File: config.mk
export PLATFORM = sky130hd
export DESIGN_NAME = hwrc_ctrl
export DESIGN_NICKNAME = d
export VERILOG_FILES = /design/src/verilog/hwrc_ctrl.v /design/src/verilog/hwrc_sst.v /design/src/verilog/hwrc_wake.v
export VERILOG_INCLUDE_DIRS = /design/src /design/src/verilog
export SDC_FILE = /design/constraint.sdc
export NUM_CORES = 1
export LEC_CHECK = 0
export BUFFER_PORTS_ARGS = -buffer_cell sky130_fd_sc_hd__buf_2
export CAP_MARGIN = 20
export CORE_AREA = 5 5 76 78
export CTS_BUF_LIST = sky130_fd_sc_hd__clkbuf_8
export CTS_CLUSTER_DIAMETER = 200
export DETAILED_ROUTE_END_ITERATION = 16
export DIE_AREA = 0 0 81 83
export PLACE_DENSITY_LB_ADDON = 0.12
export SLEW_MARGIN = 20
export SYNTH_ARGS = -nofsm -noshare
export SYNTH_HDL_FRONTEND = slang
export SYNTH_SLANG_ARGS = --single-unit
File: constraint.sdc
create_clock -name core_clk -period 4.05 [get_ports core_clk]
set_input_delay 0.405 -clock core_clk [delete_from_list [all_inputs] [get_ports core_clk]]
set_output_delay 0.405 -clock core_clk [all_outputs]
set_load 0.05 [all_outputs]
File: src/verilog/hwrc_defs.vh
// Constants for the halt, wake-up and reset control block
`ifndef HWRC_DEFS_VH
`define HWRC_DEFS_VH
`define HWRC_CLK_PERIOD_NS   8
`define HWRC_SST_CYCLES      1024
`define HWRC_SST_W           11
`define HWRC_PC_RESET        12'h000
`define HWRC_PC_W            12
`define HWRC_SP_W            4
`define HWRC_SP_TOP          4'h0
`define HWRC_PORT_W          8
`define HWRC_ST_RUN          3'h0
`define HWRC_ST_HALT         3'h1
`define HWRC_ST_DELAY        3'h2
`define HWRC_ST_RSTDLY       3'h3
`define HWRC_WAKE_NONE       2'h0
`define HWRC_WAKE_PIN        2'h1
`define HWRC_WAKE_INT        2'h2
`define HWRC_WAKE_WDT        2'h3
`define HWRC_CAUSE_POWERUP   3'h0
`define HWRC_CAUSE_PIN_RUN   3'h1
`define HWRC_CAUSE_PIN_HALT  3'h2
`define HWRC_CAUSE_WDT_RUN   3'h3
`define HWRC_CAUSE_WDT_HALT  3'h4
`define HWRC_CAUSE_USB       3'h5
`endif

File: src/verilog/hwrc_ctrl.v
// Halt, wake-up and reset sequencing for a small microcontroller
`timescale 1ns/10ps
`include "hwrc_defs.vh"
module hwrc_ctrl #(
   parameter PW  = `HWRC_PORT_W,
   parameter NI  = 6,
   parameter SST = `HWRC_SST_CYCLES
) (
   // Clock and reset
   input  wire          core_clk,
   input  wire          rst_b,
   input  wire          clk_en,
   // Core instruction events
   input  wire          halt_instr,
   input  wire          clear_watchdog_instr,
   input  wire          stack_full,
   input  wire          int_global_en,
   // Interrupt sources
   input  wire [NI-1:0] int_req,
   input  wire [NI-1:0] int_en,
   // External events
   input  wire          external_reset_pin_b,
   input  wire          usb_bus_reset,
   input  wire          watchdog_overflow,
   input  wire          watchdog_rc_sel,
   // Port A
   input  wire [PW-1:0] port_a_in,
   input  wire [PW-1:0] port_a_wake_en,
   // Oscillator and watchdog control
   output reg           sys_osc_en_q,
   output reg           watchdog_osc_en_q,
   output reg           watchdog_clear_q,
   // Core control
   output reg           core_hold_q,
   output reg           chip_reset_q,
   output reg           warm_reset_q,
   output reg           resume_next_q,
   output reg           int_take_q,
   output reg           io_hold_q,
   // Status flags
   output reg           timeout_flag_q,
   output reg           power_down_flag_q,
   output reg [2:0]     reset_cause_q
);
   reg [2:0]    state_q;
   reg [2:0]    state_d;
   reg [1:0]    wake_src_q;
   reg [NI-1:0] int_mask_q;
   reg          pin_q;
   reg          sst_start_q;
   wire         sst_done;
   wire         pin_wake;
   wire         pin_fall;
   wire         int_wake;
   wire         wdt_wake;
   wire         in_halt;

   assign in_halt  = (state_q == `HWRC_ST_HALT);
   assign pin_fall = pin_q & ~external_reset_pin_b;
   assign int_wake = in_halt & (|(int_req & ~int_mask_q));
   assign wdt_wake = in_halt & watchdog_overflow;

   // ==================================================================
   // Sub-blocks
   hwrc_wake #(.PW(PW)) u_wake (
      .core_clk (core_clk),
      .rst_b    (rst_b),
      .clk_en   (clk_en),
      .port_in  (port_a_in),
      .wake_en  (port_a_wake_en),
      .arm      (in_halt),
      .wake_q   (pin_wake)
   );

   hwrc_sst #(.CYCLES(SST)) u_sst (
      .core_clk (core_clk),
      .rst_b    (rst_b),
      .clk_en   (clk_en),
      .start    (sst_start_q),
      .done_q   (sst_done)
   );

   // Interrupt enabled and stack has room
   function int_vectors;
      input [NI-1:0] req;
      input [NI-1:0] en;
      input          gen;
      input          full;
      begin
         int_vectors = gen & ~full & (|(req & en));
      end
   endfunction

   // ==================================================================
   // Next state
   always @* begin
      state_d = state_q;
      case (state_q)
         `HWRC_ST_RUN: begin
            if (halt_instr) begin
               state_d = `HWRC_ST_HALT;
            end
         end
         `HWRC_ST_HALT: begin
            if (pin_wake | int_wake | wdt_wake) begin
               state_d = `HWRC_ST_DELAY;
            end
         end
         `HWRC_ST_DELAY: begin
            if (sst_done) begin
               state_d = `HWRC_ST_RUN;
            end
         end
         `HWRC_ST_RSTDLY: begin
            if (sst_done) begin
               state_d = `HWRC_ST_RUN;
            end
         end
         default: state_d = `HWRC_ST_RUN;
      endcase
      // Pin and USB resets override anything in flight
      if (pin_fall | usb_bus_reset) begin
         state_d = `HWRC_ST_RSTDLY;
      end else if (state_q == `HWRC_ST_RUN && watchdog_overflow) begin
         state_d = `HWRC_ST_RSTDLY;
      end
   end

   // ==================================================================
   // Sequencer
   always @(posedge core_clk or negedge rst_b) begin
      if (!rst_b) begin
         state_q           <= `HWRC_ST_RSTDLY;
         wake_src_q        <= `HWRC_WAKE_NONE;
         int_mask_q        <= {NI{1'b0}};
         pin_q             <= 1'b1;
         sst_start_q       <= 1'b1;
         sys_osc_en_q      <= 1'b1;
         watchdog_osc_en_q <= 1'b1;
         watchdog_clear_q  <= 1'b1;
         core_hold_q       <= 1'b1;
         chip_reset_q      <= 1'b1;
         warm_reset_q      <= 1'b0;
         resume_next_q     <= 1'b0;
         int_take_q        <= 1'b0;
         io_hold_q         <= 1'b0;
         timeout_flag_q    <= 1'b0;
         power_down_flag_q <= 1'b0;
         reset_cause_q     <= `HWRC_CAUSE_POWERUP;
      end else if (clk_en) begin
         state_q          <= state_d;
         pin_q            <= external_reset_pin_b;
         sst_start_q      <= 1'b0;
         watchdog_clear_q <= 1'b0;
         warm_reset_q     <= 1'b0;
         resume_next_q    <= 1'b0;
         int_take_q       <= 1'b0;
         // Reset delay (power-up, pin, USB or run watchdog) holds reset until expiry, then releases
         if (state_q == `HWRC_ST_RSTDLY && sst_done) begin
            chip_reset_q <= 1'b0;
            core_hold_q  <= 1'b0;
         end
         if (state_q == `HWRC_ST_RUN && clear_watchdog_instr) begin
            timeout_flag_q    <= 1'b0;
            power_down_flag_q <= 1'b0;
            watchdog_clear_q  <= 1'b1;
         end
         if (state_q == `HWRC_ST_RUN && halt_instr) begin
            int_mask_q        <= int_req;
            power_down_flag_q <= 1'b1;
            timeout_flag_q    <= 1'b0;
            sys_osc_en_q      <= 1'b0;
            watchdog_osc_en_q <= watchdog_rc_sel;
            watchdog_clear_q  <= watchdog_rc_sel;
            core_hold_q       <= 1'b1;
            io_hold_q         <= 1'b1;
         end
         if (in_halt && state_d == `HWRC_ST_DELAY) begin
            sys_osc_en_q <= 1'b1;
            sst_start_q  <= 1'b1;
            if (wdt_wake) begin
               wake_src_q     <= `HWRC_WAKE_WDT;
               timeout_flag_q <= 1'b1;
            end else if (int_wake) begin
               wake_src_q <= `HWRC_WAKE_INT;
            end else begin
               wake_src_q <= `HWRC_WAKE_PIN;
            end
         end
         if (state_q == `HWRC_ST_DELAY && sst_done) begin
            core_hold_q <= 1'b0;
            io_hold_q   <= 1'b0;
            case (wake_src_q)
               `HWRC_WAKE_WDT: begin
                  warm_reset_q  <= 1'b1;
                  reset_cause_q <= `HWRC_CAUSE_WDT_HALT;
               end
               `HWRC_WAKE_INT: begin
                  if (int_vectors(int_req, int_en, int_global_en,
                                  stack_full)) begin
                     int_take_q <= 1'b1;
                  end else begin
                     resume_next_q <= 1'b1;
                  end
               end
               `HWRC_WAKE_PIN: resume_next_q <= 1'b1;
               default: resume_next_q <= 1'b1;
            endcase
         end
         // Chip resets: cause recorded, flags per cause
         if (pin_fall | usb_bus_reset |
             (state_q == `HWRC_ST_RUN && watchdog_overflow)) begin
            sst_start_q       <= 1'b1;
            chip_reset_q      <= 1'b1;
            core_hold_q       <= 1'b1;
            io_hold_q         <= 1'b0;
            sys_osc_en_q      <= 1'b1;
            watchdog_osc_en_q <= 1'b1;
            watchdog_clear_q  <= 1'b1;
            if (pin_fall && (in_halt || state_q == `HWRC_ST_DELAY)) begin
               timeout_flag_q    <= 1'b0;
               power_down_flag_q <= 1'b1;
               reset_cause_q     <= `HWRC_CAUSE_PIN_HALT;
            end else if (pin_fall) begin
               reset_cause_q <= `HWRC_CAUSE_PIN_RUN;
            end else if (usb_bus_reset) begin
               if (in_halt) begin
                  timeout_flag_q    <= 1'b0;
                  power_down_flag_q <= 1'b1;
               end
               reset_cause_q <= `HWRC_CAUSE_USB;
            end else begin
               timeout_flag_q <= 1'b1;
               reset_cause_q  <= `HWRC_CAUSE_WDT_RUN;
            end
         end
      end
   end
endmodule // hwrc_ctrl

File: src/verilog/hwrc_sst.v
// Start-up delay timer counting system clocks
`timescale 1ns/10ps
`include "hwrc_defs.vh"
module hwrc_sst #(
   parameter CYCLES = `HWRC_SST_CYCLES,
   parameter CW     = `HWRC_SST_W
) (
   // Clock and reset
   input  wire          core_clk,
   input  wire          rst_b,
   input  wire          clk_en,
   // Control
   input  wire          start,
   output reg           done_q
);
   reg [CW-1:0] count_q;
   reg          busy_q;

   // Restart on every start pulse, even mid-count
   always @(posedge core_clk or negedge rst_b) begin
      if (!rst_b) begin
         count_q <= {CW{1'b0}};
         busy_q  <= 1'b0;
         done_q  <= 1'b0;
      end else if (clk_en) begin
         done_q <= 1'b0;
         if (start) begin
            count_q <= {CW{1'b0}};
            busy_q  <= 1'b1;
         end else if (busy_q) begin
            if (count_q == CYCLES[CW-1:0] - {{(CW-1){1'b0}}, 1'b1}) begin
               busy_q <= 1'b0;
               done_q <= 1'b1;
            end else begin
               count_q <= count_q + {{(CW-1){1'b0}}, 1'b1};
            end
         end
      end
   end
endmodule // hwrc_sst

File: src/verilog/hwrc_wake.v
// Port A falling-edge wake detector with per-bit enable
`timescale 1ns/10ps
`include "hwrc_defs.vh"
module hwrc_wake #(
   parameter PW = `HWRC_PORT_W
) (
   // Clock and reset
   input  wire          core_clk,
   input  wire          rst_b,
   input  wire          clk_en,
   // Port
   input  wire [PW-1:0] port_in,
   input  wire [PW-1:0] wake_en,
   input  wire          arm,
   output reg           wake_q
);
   reg [PW-1:0] prev_q;

   // Previous sample reloads every enabled cycle; edges wake only while armed
   always @(posedge core_clk or negedge rst_b) begin
      if (!rst_b) begin
         prev_q <= {PW{1'b1}};
         wake_q <= 1'b0;
      end else if (clk_en) begin
         prev_q <= port_in;
         wake_q <= arm & (|(prev_q & ~port_in & wake_en));
      end
   end
endmodule // hwrc_wake
==> flow_metrics.tcl <==
set metrics [dict create \
    status "completed" \
    dr.pass1.iters 4 \
    post-route-period-util 0.487 \
    yosysMostFrequentCell "dfrtp_1" \
    clk_pin_slew_ps 90 \
    worstSkewPairLatency_ps 300 \
    drive_above_1_share 0.333 \
    ff2ff_path_depth 6 \
    cts_num_sinks 49 \
    maxSlewHeadroom 0.531 \
    cts-hold-fix-buffers 0 \
    maxSlewViolCount 0 \
    post-cts-setup-buffers 0 \
    ir_worst_vdd_uv 239 \
    h-tree-depth 2 \
    grt_overflow 0 \
    numCtsBuffers 5 \
    postSynthAreaPerCell_um2 10.1 \
    worstSetupStartpointType "register" \
    drtAntennaViolNets 0 \
    whs_ps 189 \
    port_buffers 52 \
    grt_use_total 0.156 \
    yosysWarnings 0 \
    cp-startpoint "u_sst.count_q[0]$_DFFE_PN0P_" \
    wl_per_cell_um 13.9 \
    cp-end-kind "register" \
    grt_pass1_vias 1849 \
    synthesis.nets 281 \
    max-cap-violations 0 \
    synth-async-reset-ratio 1.00 \
    area_growth_pct 16.8 \
    rr_startpoint "u_sst.count_q[0]$_DFFE_PN0P_" \
    r2r_slack_ps 2080 \
    final_nets 330 \
    grt_max_degree 50 \
    hold_viol 0 \
    wirelength_um 5010 \
    antenna_found_initial 0 \
    cts_tree "built" \
    grt_pass1_wl_um 8420 \
    hp-class "in2async" \
    cts_buffer_depth 2 \
    multi_input_area_um2 1090 \
    core_um2 5010 \
    die_x_um 81 \
    drtIter0Drc 146 \
    power.density_nw_per_um2 369 \
    crit_path_end "u_sst.count_q[9]$_DFFE_PN0P_" \
    tns_ps 0 \
    synth-edff-count 0 \
    pre_cts_slack_ps 2060 \
    synth_cells 241 \
    gp_congestion 0.823 \
    r2r-end "u_sst.count_q[9]$_DFFE_PN0P_" \
    rsz0062_at_grt "false" \
    synthTopCellsByCount "dfrtp_1, nand2_1, o21ai_0" \
    route.vias.total 1898 \
    setup_viol 0 \
    via_per_inst 5.26 \
    dp_hpwl_um 3690 \
    io_pins 53 \
    synth_top_area_cell "dfrtp_1" \
    num_rows 26 \
    ys_seq_area_frac 0.513 \
    drc 0 \
    cp_max_fo 15 \
    leakagePower_nw 1.33 \
    die_area_um2 6720 \
    post_cts_resized 0 \
    setup_ws_ps 2080 \
    synthFlopType "dfrtp_1" \
    cp.arrival_ps 2130 \
    synth.area.top_cells "dfrtp_1, dfstp_2, mux2_2, o21ai_0, nand2_1" \
    synth_cell_types 51 \
    required_ps 4210 \
    clock-root-buffer "clkbuf_8" \
    synth.top_cell.area_share 0.330 \
    die-height_um 83 \
    max_freq_ghz 0.507 \
    syn-cell-area_um2 2430 \
    start_util 0.485 \
    clock_skew_ps 8.59 \
    fin_crit_ps 1970 \
    regArea_um2 1250 \
    n_antenna_cell 0 \
    num-fill-cells 455 \
    worst_pin_slew_ps 702 \
    ys_ff_latch 49 \
    worstSetupPathType "reg2reg" \
]
==> per-stage QoR <==
step	std cells	util	total power, mW	instance area, µm²
floorplan	241	-	0.666	2430
global placement	353	0.545	0.723	2730
detailed placement	353	0.545	0.725	2730
CTS	361	0.567	1.07	2840
global route	361	0.567	1.11	2840
finish	361	0.567	1.05	2840
==> power by group <==
group	total [mW]	switching [mW]	internal [mW]
combinational	0.158	0.0974	0.0608
sequential	0.555	0.0242	0.531
clock	0.335	0.154	0.181
==> layout by cell type, fill, tap and decap left out, types with 2 or more instances in the layout <==
cell type / count
and3_1: 4
and2_1: 2
o41a_1: 2
nor2b_1: 2
o21ai_0: 27
a31oi_1: 4
nor4_1: 4
dfstp_2: 17
nand2b_1: 5
or2_2: 2
inv_1: 10
mux2_2: 13
xnor2_1: 4
o22ai_1: 4
nor2_1: 14
a21oi_1: 8
clkbuf_8: 5
nand3_1: 10
nand2_1: 29
nand3b_1: 3
nor3_1: 5
buf_2: 52
a21o_1: 2
a22oi_1: 3
dfrtp_1: 32
==> worst min-delay path by stage <==
stage / endpoint / cells past startpoint
after floorplan: int_mask_q[0]$_DFFE_PN0P_ / 0
after global placement: sys_osc_en_q$_DFFE_PN1P_ / 2
after detailed placement: sys_osc_en_q$_DFFE_PN1P_ / 2
after CTS: int_mask_q[2]$_DFFE_PN0P_ / 2
after global routing: int_mask_q[2]$_DFFE_PN0P_ / 2
final: int_mask_q[2]$_DFFE_PN0P_ / 2
==> logic make-up after synthesis <==
| group | count (synthesis) | share of synthesized area |
|---|---|---|
| AND/OR/NAND/NOR | 88 | 0.187 |
| XOR/XNOR | 5 | 0.0180 |
| buffers and inverters | 20 | 0.0360 |
| flip-flops | 49 | 0.513 |
| AO/OA/AOI/OAI | 64 | 0.176 |
| adder cells (fa/ha/maj) | 1 | 0.00515 |
| multiplexers | 14 | 0.0644 |
==> critical path, cell delays in order (launching register included) <==
cell	delay [ps]
dfrtp_1	400
ha_1	230
nand2_1	140
o41ai_4	710
nor4_1	130
xnor2_1	170
a21oi_1	50
==> routing by layer <==
metal / track usage / up-vias / wire length [µm] / share of wire
met1: 0.208 / 894 / 2300 / 0.46
met3: 0.0390 / 7 / 276 / 0.055
met5: 0 / - / 0 / 0
met2: 0.242 / 38 / 2340 / 0.47
li1: - / 959 / - / -
met4: 0.0599 / 0 / 94 / 0.019
==> final cells by class <==
| cell class | count | area share |
|---|---|---|
| multi-input cells | 172 | 0.386 |
| well taps | 70 | 0.0309 |
| inverters | 9 | 0.0119 |
| clock inverters | 3 | 0.0137 |
| flip-flops and latches | 49 | 0.439 |
| repair buffers | 53 | 0.0943 |
| clock buffers | 5 | 0.0242 |
==> state kept, by name, summed over array words and instances, names as in the netlist, 2 cells and up <==
register,cells
int_mask_q,6
reset_cause_q,3
state_q,3
u_sst.count_q,11
u_wake.prev_q,8
wake_src_q,2
(Power assumes the default switching activity.)
